## src/verilog/rxs_defs.svh

```systemverilog
// offsets, field positions, reset values and limits of the receive status bank
`ifndef RXS_DEFS_SVH
`define RXS_DEFS_SVH

// ****************************************************************
// register map
// ****************************************************************
`define RXS_ADDR_W        6
`define RXS_OFS_STATUS    6'h08
`define RXS_OFS_COUNT     6'h09
`define RXS_OFS_LENGTH    6'h0A

// ****************************************************************
// status register field positions
// ****************************************************************
`define RXS_BIT_ACK       7
`define RXS_BIT_MISMATCH  6
`define RXS_BIT_EARLY     5
`define RXS_BIT_ZSEED     4
`define RXS_BIT_BADCRC    3
`define RXS_BIT_CODE64    2
`define RXS_MODE_MSB      1
`define RXS_MODE_LSB      0

// ****************************************************************
// reset values and limits
// ****************************************************************
`define RXS_RST_STATUS    8'h00
`define RXS_RST_COUNT     8'h00
`define RXS_RST_LENGTH    8'h00
`define RXS_LEN_ERR_VALUE 8'h00
`define RXS_COUNT_MAX     8'hFF
`define RXS_COUNT_ONE     8'h01
`define RXS_MODE_GFSK     2'h0
`define RXS_RDATA_NONE    8'h00

`endif

```

## src/verilog/rxs_pkg.sv

```systemverilog
// types shared by the receive status bank
`default_nettype none
package rxs_pkg;

  // receive sequence tracking states
  typedef enum logic [1:0] {
    RXS_IDLE,
    RXS_HDR,
    RXS_BODY,
    RXS_DONE
  } rxs_state_type;

  // data mode field of the status register
  typedef logic [1:0] rxs_mode_type;

endpackage
`default_nettype wire

```

## src/verilog/rxs_flags.sv

```systemverilog
// packet status flags held in the receive status register
`timescale 1ns/1ps
`default_nettype none
`include "rxs_defs.svh"
module rxs_flags
  import rxs_pkg::*;
(
  input  wire logic         i_clk,
  input  wire logic         i_rst,
  input  wire logic         i_sop,
  input  wire logic         i_type_load,
  input  wire logic         i_pkt_ack,
  input  wire logic         i_expect_ack,
  input  wire logic         i_early_set,
  input  wire logic         i_crc_load,
  input  wire logic         i_crc_bad,
  input  wire logic         i_zero_seed,
  input  wire logic         i_code64,
  input  wire logic         i_framed,
  input  wire rxs_mode_type i_mode,
  output logic [7:0]        o_status
);

  logic [7:0] status_r;
  logic [7:0] status_nxt;

  // each flag moves on its own event, so the byte is not atomic
  always_comb begin
    status_nxt = status_r;
    if (i_type_load) begin
      status_nxt[`RXS_BIT_ACK]      = i_pkt_ack;
      status_nxt[`RXS_BIT_MISMATCH] = i_pkt_ack ^ i_expect_ack;
    end
    // a new start clears the early end flag, but a set that lands in
    // the same cycle wins so the event is not lost
    if (i_sop) begin
      status_nxt[`RXS_BIT_EARLY] = 1'b0;
    end
    if (i_early_set) begin
      status_nxt[`RXS_BIT_EARLY] = 1'b1;
    end
    if (i_crc_load) begin
      status_nxt[`RXS_BIT_ZSEED]  = i_zero_seed;
      status_nxt[`RXS_BIT_BADCRC] = i_crc_bad;
      // code length and mode only follow a packet that checked good
      if (!i_crc_bad) begin
        status_nxt[`RXS_BIT_CODE64] = i_code64;
        if (i_framed) begin
          status_nxt[`RXS_MODE_MSB:`RXS_MODE_LSB] = i_mode;
        end
      end
    end
  end

  // register stage
  always_ff @(posedge i_clk or posedge i_rst) begin
    if (i_rst) begin
      status_r <= `RXS_RST_STATUS;
    end else begin
      status_r <= status_nxt;
    end
  end

  assign o_status = status_r;

endmodule // rxs_flags
`default_nettype wire

```

## src/verilog/rxs_count.sv

```systemverilog
// payload byte counter and received length field
`timescale 1ns/1ps
`default_nettype none
`include "rxs_defs.svh"
module rxs_count
  import rxs_pkg::*;
(
  input  wire logic       i_clk,
  input  wire logic       i_rst,
  input  wire logic       i_clear,
  input  wire logic       i_byte,
  input  wire logic       i_len_load,
  input  wire logic [7:0] i_len_value,
  output logic [7:0]      o_count,
  output logic [7:0]      o_length
);

  logic [7:0] count_r;
  logic [7:0] count_nxt;
  logic [7:0] length_r;
  logic [7:0] length_nxt;

  // counter saturates rather than wrapping; a byte in the clearing
  // cycle is counted as the first byte of the new packet
  always_comb begin
    count_nxt  = count_r;
    length_nxt = length_r;
    if (i_clear) begin
      count_nxt = i_byte ? `RXS_COUNT_ONE : `RXS_RST_COUNT;
    end else if (i_byte && (count_r != `RXS_COUNT_MAX)) begin
      count_nxt = count_r + `RXS_COUNT_ONE;
    end
    if (i_len_load) begin
      length_nxt = i_len_value;
    end
  end

  // register stage
  always_ff @(posedge i_clk or posedge i_rst) begin
    if (i_rst) begin
      count_r  <= `RXS_RST_COUNT;
      length_r <= `RXS_RST_LENGTH;
    end else begin
      count_r  <= count_nxt;
      length_r <= length_nxt;
    end
  end

  assign o_count  = count_r;
  assign o_length = length_r;

endmodule // rxs_count
`default_nettype wire

```

## src/verilog/rxs_regs.sv

```systemverilog
// receive packet status register bank with its register port
`timescale 1ns/1ps
`default_nettype none
`include "rxs_defs.svh"

module rxs_regs
  import rxs_pkg::*;
(
  input  wire logic                   I_CLK,
  input  wire logic                   I_RST,
  // register port from the serial control engine
  input  wire logic [`RXS_ADDR_W-1:0] I_REG_ADDR,
  input  wire logic                   I_REG_RD,
  input  wire logic                   I_REG_WR,
  input  wire logic [7:0]             I_REG_WDATA,
  output logic [7:0]                  O_REG_RDATA,
  output logic                        O_REG_ACK,
  // receive datapath events
  input  wire logic                   I_LEN_EN,
  input  wire logic                   I_START_OF_PACKET,
  input  wire logic                   I_TYPE_VALID,
  input  wire logic                   I_PKT_ACK,
  input  wire logic                   I_EXPECT_ACK,
  input  wire logic                   I_LEN_VALID,
  input  wire logic [7:0]             I_LEN_DATA,
  input  wire logic                   I_LEN_ERR,
  input  wire logic                   I_PAYLOAD_BYTE,
  input  wire logic                   I_CRC_DONE,
  input  wire logic                   I_CRC_BAD,
  input  wire logic                   I_ZERO_SEED_CRC,
  input  wire logic                   I_END_OF_PACKET,
  input  wire logic                   I_CODE64,
  input  wire logic                   I_FRAMED,
  input  wire rxs_mode_type           I_DATA_MODE,
  // receive state seen by the rest of the device
  output logic                        O_RX_BUSY,
  output logic                        O_RX_ERR_EVT
);

  // ****************************************************************
  // address decode
  // ****************************************************************

  // the bank answers three offsets only; every other address reads as
  // zero and gets no acknowledge, so a host that probes the map can
  // tell a hole from a register that happens to hold zero
  //
  // writes to the three offsets are acknowledged but change nothing:
  // the host sees its access complete, while the receive side stays
  // the only writer of the bank
  //
  // true when the address names one of the three status registers
  function automatic logic reg_hit(input logic [`RXS_ADDR_W-1:0] addr);
    reg_hit = (addr == `RXS_OFS_STATUS) ||
              (addr == `RXS_OFS_COUNT)  ||
              (addr == `RXS_OFS_LENGTH);
  endfunction

  // ****************************************************************
  // receive sequence tracking
  // ****************************************************************

  // the receive side hands over single-cycle event pulses; this
  // sequence turns them into the load and clear strobes of the flags
  // and the counter
  //
  // idle: nothing in flight; only a start moves the sequence on
  // header: waiting for the length field, entered only when length
  //   handling is on; an end here is an early end
  // body: payload bytes are counted; an end before the checksum is
  //   an early end, the checksum result moves on to done
  // done: checksum seen, waiting for the closing end
  //
  // limitation: events that arrive out of order are not reported by
  // themselves; a length pulse outside the header and a checksum
  // pulse outside the body are dropped, so a broken receive side shows
  // up as a stale register value rather than a distinct flag
  //
  // trade-off: a start in any state restarts the sequence at once;
  // the previous packet's partial results are left as they stand, apart
  // from the early end flag and, without length handling, the count, which
  // are cleared; so the host must not read while the sequence is busy
  //
  rxs_state_type state_r;
  rxs_state_type state_nxt;
  logic          early_set;
  logic          len_load;
  logic [7:0]    len_value;
  logic          cnt_clear;
  logic          crc_load;
  logic          err_evt_nxt;

  // the sequence decides which end is early and when counts restart
  always_comb begin
    state_nxt   = state_r;
    early_set   = 1'b0;
    len_load    = 1'b0;
    len_value   = I_LEN_DATA;
    cnt_clear   = 1'b0;
    crc_load    = 1'b0;
    err_evt_nxt = 1'b0;
    case (state_r)
      RXS_IDLE: begin
        if (I_START_OF_PACKET) begin
          // without length handling the counter restarts at the start
          state_nxt = I_LEN_EN ? RXS_HDR : RXS_BODY;
          cnt_clear = !I_LEN_EN;
        end
      end
      RXS_HDR: begin
        if (I_END_OF_PACKET) begin
          state_nxt   = RXS_IDLE;
          early_set   = 1'b1;
          err_evt_nxt = 1'b1;
        end else if (I_LEN_VALID) begin
          state_nxt = RXS_BODY;
          len_load  = 1'b1;
          cnt_clear = 1'b1;
          // a damaged field is forced to zero except in GFSK mode,
          // and in every mode the packet is marked in error
          if (I_LEN_ERR) begin
            if (I_DATA_MODE != `RXS_MODE_GFSK) begin
              len_value = `RXS_LEN_ERR_VALUE;
            end
            early_set   = 1'b1;
            err_evt_nxt = 1'b1;
          end
        end
      end
      RXS_BODY: begin
        if (I_END_OF_PACKET) begin
          // an end before the checksum arrived cuts the packet short
          state_nxt   = RXS_IDLE;
          early_set   = 1'b1;
          err_evt_nxt = 1'b1;
        end else if (I_CRC_DONE) begin
          state_nxt   = RXS_DONE;
          crc_load    = 1'b1;
          err_evt_nxt = I_CRC_BAD;
        end
      end
      RXS_DONE: begin
        if (I_END_OF_PACKET) begin
          state_nxt = RXS_IDLE;
        end
      end
      default: begin
        state_nxt = RXS_IDLE;
      end
    endcase
    // a fresh start always restarts the sequence, even mid packet
    if (I_START_OF_PACKET && (state_r != RXS_IDLE)) begin
      state_nxt = I_LEN_EN ? RXS_HDR : RXS_BODY;
      cnt_clear = !I_LEN_EN;
      len_load  = 1'b0;
      crc_load  = 1'b0;
    end
    // type mismatch is a receive error as well
    if (I_TYPE_VALID && (I_PKT_ACK != I_EXPECT_ACK)) begin
      err_evt_nxt = 1'b1;
    end
  end

  // register stage for the sequence
  always_ff @(posedge I_CLK or posedge I_RST) begin
    if (I_RST) begin
      state_r      <= RXS_IDLE;
      O_RX_ERR_EVT <= 1'b0;
    end else begin
      state_r      <= state_nxt;
      O_RX_ERR_EVT <= err_evt_nxt;
    end
  end

  // busy in the header and body states only; the host waits for it to drop
  assign O_RX_BUSY = (state_r == RXS_HDR) || (state_r == RXS_BODY);

  // ****************************************************************
  // status flags and counters
  // ****************************************************************

  // the flags and the counters live in their own blocks so that each
  // keeps one next-value process and one register process
  //
  // the flags move on their own events, one field at a time; a read
  // taken while a packet is in flight may mix fields of two packets,
  // which is why the busy level is offered to the host
  //
  // the counter only counts while the body is being received; bytes
  // that arrive in the header or after the checksum are not payload
  //
  logic [7:0] status_val;
  logic [7:0] count_val;
  logic [7:0] length_val;

  // flags follow their own events, one at a time
  rxs_flags u_flags (
    .i_clk        (I_CLK),
    .i_rst        (I_RST),
    .i_sop        (I_START_OF_PACKET),
    .i_type_load  (I_TYPE_VALID),
    .i_pkt_ack    (I_PKT_ACK),
    .i_expect_ack (I_EXPECT_ACK),
    .i_early_set  (early_set),
    .i_crc_load   (crc_load),
    .i_crc_bad    (I_CRC_BAD),
    .i_zero_seed  (I_ZERO_SEED_CRC),
    .i_code64     (I_CODE64),
    .i_framed     (I_FRAMED),
    .i_mode       (I_DATA_MODE),
    .o_status     (status_val)
  );

  // payload bytes only count while the body is being received, so a
  // clean packet ends with count equal to the length field
  rxs_count u_count (
    .i_clk       (I_CLK),
    .i_rst       (I_RST),
    .i_clear     (cnt_clear),
    .i_byte      (I_PAYLOAD_BYTE && (state_r == RXS_BODY)),
    .i_len_load  (len_load),
    .i_len_value (len_value),
    .o_count     (count_val),
    .o_length    (length_val)
  );

  // ****************************************************************
  // register port
  // ****************************************************************

  // one access per strobe: the acknowledge and the read data appear
  // one clock after the strobe and the acknowledge stands one cycle
  //
  // the read data register holds its value until the next read, so a
  // host that samples late still sees the answer to its own read
  //
  // hazard: reads select a value and nothing else; no register of the
  // bank is cleared or advanced by being read, so a repeated read
  // always returns the same value while the receive side is quiet
  //
  logic [7:0] rdata_nxt;
  logic       ack_nxt;

  // reads only select a value; writes are acknowledged and dropped
  always_comb begin
    rdata_nxt = O_REG_RDATA;
    ack_nxt   = (I_REG_RD || I_REG_WR) && reg_hit(I_REG_ADDR);
    if (I_REG_RD) begin
      case (I_REG_ADDR)
        `RXS_OFS_STATUS: rdata_nxt = status_val;
        `RXS_OFS_COUNT:  rdata_nxt = count_val;
        `RXS_OFS_LENGTH: rdata_nxt = length_val;
        default:         rdata_nxt = `RXS_RDATA_NONE;
      endcase
    end
  end

  // read data is held until the next read
  always_ff @(posedge I_CLK or posedge I_RST) begin
    if (I_RST) begin
      O_REG_RDATA <= `RXS_RDATA_NONE;
      O_REG_ACK   <= 1'b0;
    end else begin
      O_REG_RDATA <= rdata_nxt;
      O_REG_ACK   <= ack_nxt;
    end
  end

endmodule // rxs_regs
`default_nettype wire

```

## config.mk

```make
export PLATFORM = sky130hd
export DESIGN_NAME = rxs_regs
export DESIGN_NICKNAME = d
export VERILOG_FILES = /design/src/verilog/rxs_pkg.sv /design/src/verilog/rxs_flags.sv /design/src/verilog/rxs_count.sv /design/src/verilog/rxs_regs.sv
export VERILOG_INCLUDE_DIRS = /design/src /design/src/verilog
export SDC_FILE = /design/constraint.sdc
export NUM_CORES = 1
export LEC_CHECK = 0
export BUFFER_PORTS_ARGS = -buffer_cell sky130_fd_sc_hd__buf_2
export CORE_MARGIN = 4
export CORE_UTILIZATION = 53
export CTS_BUF_LIST = sky130_fd_sc_hd__clkbuf_4 sky130_fd_sc_hd__clkbuf_8 sky130_fd_sc_hd__clkbuf_16
export DETAILED_ROUTE_END_ITERATION = 8
export GPL_TIMING_DRIVEN = 0
export PLACE_DENSITY = 0.86
export SYNTH_ARGS = -nofsm -noshare
export SYNTH_HDL_FRONTEND = slang
export SYNTH_HIERARCHICAL = 1
export SYNTH_SLANG_ARGS = --single-unit
export TNS_END_PERCENT = 5
```

## constraint.sdc

```tcl
create_clock -name I_CLK -period 2.4 [get_ports I_CLK]
set_input_delay 0.48 -clock I_CLK [delete_from_list [all_inputs] [get_ports I_CLK]]
set_output_delay 0.48 -clock I_CLK [all_outputs]
set_load 0.05 [all_outputs]
```

# Word-level counts from Yosys, hierarchy flattened
# Index checks and enable logic that the tools add are counted.
# W data, S select, Z words.
# word_totals
reg_bits	36
in_bits	42
out_inout_bits	11
# op_classes
add_sub_neg	1
n_eq_ne	12
muxes	40
n_bitwise	2
n_reduce_logical	18
# op_table
op	n
$mux W8	7
$pmux W8 S3	1
$mux W1	20
$eq A6 B4 Y1 const B	3
$mux W2	8
$add A8 B1 Y8 const B	1
$ne A4 B4 Y1 const B	2
$ne A8 B8 Y1 const B	1
$pmux W2 S4	1
$reduce_bool A2 Y1	4
$ne A3 B3 Y1 const B	2
$pmux W1 S2	3
$logic_and A1 B1 Y1	5
$eq A2 B2 Y1 const B	2
$logic_or A1 B1 Y1	4
$reduce_and A4 Y1	1
$reduce_and A3 Y1	1
$eq A2 B1 Y1 const B	1
$logic_not A2 Y1	1
$reduce_and A2 Y1	1
$logic_not A1 Y1	1
$ne A1 B1 Y1	1
$not A1 Y1	1
$xor A1 B1 Y1	1

# Logic depth before layout (Yosys ltp)
# Gate-level depths: netlist of the first run.
# logic_depth
word_depth	6
mapped_depth	9
ltp_nobuf	8

# By module
# Netlist of the first run, hierarchy kept.
# modules_own_cells
module	instances	cells_each	area_per_inst_um2
rxs_regs	1	104	957.2
rxs_count	1	64	750.7
rxs_flags	1	22	339.1

# Least setup slack after synthesis of the first run
# OpenSTA, ideal clock, no wires.
# synth_timing
kind	register to register
from	register state_r[0]
to	register u_count.count_r[7] (netlist: u_count/o_count[7])
arrival_ns	1.717
t_required_ns	2.273
setup_slack_ns	0.556
stages_incl_launch_ff	10
period_less_slack_ns	1.844
path_cell_list	dfrtp_1 -> inv_1 -> ha_1 -> inv_2 -> a21oi_1 -> and3_1 -> a21o_1 -> clkbuf_1 -> nor2_1 -> mux2_1
# synth_via
elab_chain_len	4
# synth_rtl
element	line_no	rtl
start, declared	rxs_regs.sv:84	rxs_state_type state_r;
start signal, assigned	rxs_regs.sv:170	state_r <= state_nxt;
$eq A2 B1 Y1 (tied with other cells)	rxs_regs.sv:102	case (state_r)
$pmux W1 S2 / $logic_and A1 B1 Y1 (equally long branches)	rxs_regs.sv:102, rxs_regs.sv:152	
$mux W1 *	rxs_regs.sv:152	if (I_START_OF_PACKET && (state_r != RXS_IDLE)) begin
net cnt_clear	rxs_regs.sv:89	logic cnt_clear;
$mux W8 / $reduce_bool A2 Y1 (equally long branches)	--	
end signal, assigned	rxs_count.sv:41	count_r <= `RXS_RST_COUNT;
end signal, assigned	rxs_count.sv:44	count_r <= count_nxt;
end, declared	rxs_count.sv:18	logic [7:0] count_r;
# Mark *: on every way through the listed nets, which the timed path passes. The rest lies on a longest branch.
# A chain may end at the register's enable or synchronous reset.

# Final worst setup path of the first run
# layout_timing
from	register state_r[1]
to	register u_count.count_r[7] (netlist: u_count/o_count[7])
# The elaborated chain is that of the path after synthesis.

==> results.tsv, run 1 <==
metric	value	unit
status	finished, final reports clean	
gp_congestion	0.879	
async_flop_share	100	%
dieArea	4920	um2
cts_root_buf	clkbuf_8	
grt_pass1_wl	7220	um
die_w	70.1	um
ys_types	47	
drt-total-wl	4260	um
grt_start_max_net_pins	17	
h-tree-depth	2	
synth-seq-cells	36	
clkTransAtPathRegs	0.08	ns
place_ws	0.242	ns
antenna_found_initial	0	
post-cts-setup-buffers	0	
total_leakage_power	1.19	nW
post_drt_wl_per_cell	14.8	um
n_fill_cell	299	
rsz0062_at_grt	false	
cts_buffer_depth	2	
tritoncts	yes	
power_density	887	nW/um2
synthFlopType	dfrtp_1	
path_buf_inv	3	
setup-violations-final	0	
vias_per_cell	5.44	
grt_pass1_vias	1569	
startpoint_type	flip-flop	
cts_buffers	5	
vdd_drop_max	0.000734	V
crit_path_top_delay_cell	dfrtp_1	
rows	22	
clkSinkCount	36	
final_cell_mix	43 x buf_2, 36 x dfrtp_1, 17 x inv_1, 13 x a21oi_1, 13 x nor2_1	
ys_warn_count	6	
syn_nets	237	
fin_ws	0.199	ns
nets	285	
coreArea	3690	um2
die_h	70.1	um
path_class	flip-flop to flip-flop	
totalPowerFinal	0.00215	W
period_needed	2.20	ns
clk_latency	0.29	ns
antenna_cells	0	
synth_edf_count	0	
worst_pin_slew	0.619	ns
hold_violations	0	
tns	0	ns
holdBufCountCts	0	
cp_max_fo	10	
cp_cell_sequence	inv_1 > ha_1 > inv_2 > a21oi_1 > and3_1 > a21o_1 > clkbuf_1 > nor2_1 > mux2_1	
syn_area	2050	um2
syn_area_per_cell	10.8	um2
drc_errors	0	
layout_commonest_cell	buf_2	
fmax	454	MHz
areaGrowthSynthToFinish	18.4	%
cp_top_family	buffers and inverters	
cp.arrival	2.37	ns
ys_seq_area_share	44.0	%
period_share	91.7	%
grt_util_all_layers	18.4	%
drtIter0Drc	118	
cp_data_required_time	2.57	ns
overflow	0	
final_max_slew_viol_count	0	
pin_count	53	
cts_resized	0	
cp-end-kind	flip-flop	
postSynthCellCount	190	
regArea	901	um2
drtAntennaViolNets	0	
initial_core_util	55.5	%
slew_headroom	58.7	%
vias	1561	
finClkSkew	0.0124	ns
dr.pass1.iters	4	
dp_hpwl	3370	um
portBuffers	41	
critPathMaxStageDelay	0.43	ns
cap_violations	0	
layout-drive-gt1-share	35.1	%
hold_class	primary input to asynchronous set/reset pin	
multiInputGateArea	1050	um2
==> cell type report <==
| class | count | area share (%) |
|---|---|---|
| clock buffer | 6 | 3.15 |
| multi-input combinational | 130 | 43.2 |
| buffer | 6 | 1.34 |
| sequential | 36 | 37.2 |
| timing repair buffer | 41 | 8.47 |
| inverter | 18 | 2.79 |
| tap | 48 | 2.48 |
| clock inverter | 2 | 1.45 |
==> flip-flops by register name, indices dropped and copies added, names as in the netlist <==
name / flops
state_r: 2
u_flags/o_status: 8
u_count/o_length: 8
O_REG_ACK: 1
u_count/o_count: 8
O_REG_RDATA: 8
O_RX_ERR_EVT: 1
==> synth_stat cells (all sizes together), types with 2 or more instances <==
cell	number	area share, %
dfrtp	36	44
inv	18	3.3
mux2	17	10
a21oi	14	4.0
nor2	13	2.4
nor2b	12	3.7
o22ai	10	5.5
mux2i	9	4.4
ha	5	3.1
nand2	4	1.1
nand4	4	1.2
nor3	4	1.2
o21ai	4	0.98
a211oi	3	1.1
and3	3	0.92
and4	3	1.4
buf	3	1.0
clkbuf	3	0.55
nand2b	3	0.92
nand3	3	0.73
a21boi	2	0.92
a21o	2	0.73
and2	2	0.61
nand3b	2	1.3
==> cell families after synthesis <==
logic type,share of synthesized area [%]
buf+inv,4.89
simple gates,16.6
xor+xnor,0.856
mux,14.7
compound gates,16.0
flops,44.0
fa+ha+maj,3.06
==> through the flow <==
step                hold slack [ns]  util (%)  std cells  instance area [um2]
floorplan                     0.296         -        190                 2050
global placement              0.463      62.7        279                 2310
detailed placement            0.465      62.7        279                 2310
global route                  0.178      65.7        287                 2420
CTS                           0.164      65.7        287                 2420
finish                        0.155      65.7        287                 2420
==> worst paths after layout <==
path                                      from             endpoint  slack (ns)  depth (start not counted)
max                                 state_r[1]   u_count/o_count[7]        0.20                          9
min                                      I_RST  u_flags/o_status[1]        0.16                          2
max reg2reg                         state_r[1]   u_count/o_count[7]        0.20                          9
min reg2reg                u_flags/o_status[5]  u_flags/o_status[5]        0.48                          1
max in group asynchronous                I_RST   u_count/o_count[3]        1.70                          2
min in group I_CLK                    I_REG_WR            O_REG_ACK        0.41                          2
==> power breakdown <==
group	switching, W	total [W]	internal, W
sequential	0.000121	0.000883	0.000762
combinational	0.000394	0.000732	0.000338
clock	0.000216	0.000536	0.000320
==> routing by layer <==
| metal | vias up | global-route usage, % | share of wire [%] |
|---|---|---|---|
| li1 | 766 | - | - |
| met1 | 731 | 22.4 | 42 |
| met2 | 54 | 32.6 | 51 |
| met3 | 10 | 4.17 | 5.8 |
| met4 | 0 | 5.11 | 1.3 |
| met5 | - | 0 | 0 |
(Power assumes the default switching activity.)
==> inputs of run 2 (changes only) <==
- SETUP_SLACK_MARGIN: default -> 0.5
==> run 2 against run 1 <==
- clock skew shrank 0.0024 ns
- register-to-register slack improved by 0.39 ns
- first-iteration DRC count grew 16%
- largest power group unchanged
- critical path depth unchanged
- clock power hardly changed
==> results.tsv, run 2 (synthesis gave the netlist of run 1 again) <==
metric	value	unit
status	finished, final reports clean	
drc_errors	0	
crit_path_top_delay_cell	dfrtp_2	
antenna_cells	0	
slew_headroom	58.4	%
rows	22	
finClkSkew	0.0100	ns
cp.arrival	1.98	ns
dp.cells	279	
cp_max_fo	10	
overflow	0	
clkSinkCount	36	
post_drt_wl_per_cell	15.3	um
clk_latency	0.28	ns
cts_root_buf	clkbuf_8	
gp_congestion	0.879	
rsz0062_at_grt	false	
drtIter0Drc	137	
grt_pass1_wl	7290	um
vias_per_cell	5.55	
critPathMaxStageDelay	0.44	ns
drtAntennaViolNets	0	
cts_buffer_depth	2	
h-tree-depth	2	
cp_data_required_time	2.57	ns
layout_commonest_cell	buf_2	
cpMostUsedCell	inv_2	
grt_start_max_net_pins	17	
setup-violations-final	0	
startpoint_type	flip-flop	
drt-total-wl	4410	um
n_fill_cell	288	
final_max_slew_viol_count	0	
portBuffers	41	
dp_hpwl	3370	um
die_w	70.1	um
dieArea	4920	um2
clkTransAtPathRegs	0.08	ns
regArea	902	um2
tritoncts	yes	
cp-end-kind	flip-flop	
cap_violations	0	
totalPowerFinal	0.00223	W
period_needed	1.81	ns
cts_buffers	5	
areaGrowthSynthToFinish	21.5	%
period_share	75.3	%
antenna_found_initial	0	
grt_util_all_layers	18.6	%
tns	0	ns
grt_pass1_vias	1592	
holdBufCountCts	0	
hold_class	primary input to asynchronous set/reset pin	
hold_violations	0	
coreArea	3690	um2
dr.pass1.iters	4	
place_area	2310	um2
initial_core_util	55.5	%
stdcell_count	288	
hold_ws	0.163	ns
pin_count	53	
path_class	flip-flop to flip-flop	
vdd_drop_max	0.000737	V
cp_cell_sequence	inv_2 > ha_4 > inv_2 > a21oi_4 > and3_4 > a21o_1 > buf_8 > nor2_1 > mux2_1	
fmax	553	MHz
multiInputGateArea	1090	um2
worst_pin_slew	0.623	ns
layout-drive-gt1-share	40.0	%
final_cell_mix	43 x buf_2, 35 x dfrtp_1, 15 x inv_1, 13 x nor2_1	
stdcell_area	2490	um2
total_leakage_power	1.20	nW
vias	1597	
nets	286	
die_h	70.1	um
power_density	898	nW/um2
==> run 2: cell count changes in the layout (fill, tap and decap cells not counted), moves of 2 or more <==
cell | before | now
ha_1 | 5 | 2
clkbuf_1 | 3 | 1
ha_2 | 0 | 2
inv_1 | 17 | 15
inv_2 | 1 | 3
==> run 2: what timing repair did <==
item / CTS / global route
gates resized for setup: 8 / 10
setup endpoints to repair: 17 / 14
pin swaps: 2 / 1
buffers inserted: 1 / 0
==> run 2: power by group <==
part           internal [W]  leakage [nW]  switching, W
combinational      0.000389         0.673      0.000425
clock              0.000320        0.0586      0.000215
sequential         0.000764         0.468      0.000121
==> run 2: path summary, 6_finish.rpt <==
kind / from / end / slack [ns] / cells past startpoint
max in group asynchronous: I_RST / u_count/o_count[3] / 1.70 / 2
worst min-delay path: I_RST / u_flags/o_status[1] / 0.16 / 2
worst max register to register: state_r[0] / u_count/o_count[7] / 0.59 / 9
worst min register to register: u_flags/o_status[5] / u_flags/o_status[5] / 0.48 / 1
worst max-delay path: state_r[0] / u_count/o_count[7] / 0.59 / 9
min in group I_CLK: I_TYPE_VALID / u_flags/o_status[6] / 0.41 / 2
==> run 2: stage by stage <==
stage          util (%)  setup slack (ns)
3_3_place_gp       62.7             0.262
2_1_floorplan         -             0.556
3_5_place_dp       62.7             0.242
5_1_grt            67.4             0.515
4_1_cts            66.6             0.498
6_report           67.4             0.592
==> run 2: layout make-up <==
type | instances | share of cell area (%)
clock inverters | 2 | 1.41
repair buffers | 42 | 8.55
plain buffers | 6 | 1.81
multi-input cells | 130 | 43.8
flip-flops and latches | 36 | 36.3
well taps | 48 | 2.41
clock buffers | 6 | 3.07
inverters | 18 | 2.72
==> run 2: routing by layer <==
layer	track usage, %	wire length [um]	vias up	part of all wire (%)
li1	-	-	772	-
met1	22.3	1820	750	41
met2	32.8	2290	63	52
met3	4.32	242	12	5.5
met4	5.74	66	0	1.5
met5	0	0	-	0
==> run 2: worst max-delay path, delay by kind of cell, from the launching register on <==
kind / cells / cell delay (ns)
flip-flops: 1 / 0.44
buffers and inverters: 3 / 0.29
AO/OA/AOI/OAI: 2 / 0.29
multiplexers: 1 / 0.27
AND/OR/NAND/NOR: 2 / 0.25
adder cells (fa/ha/maj): 1 / 0.15
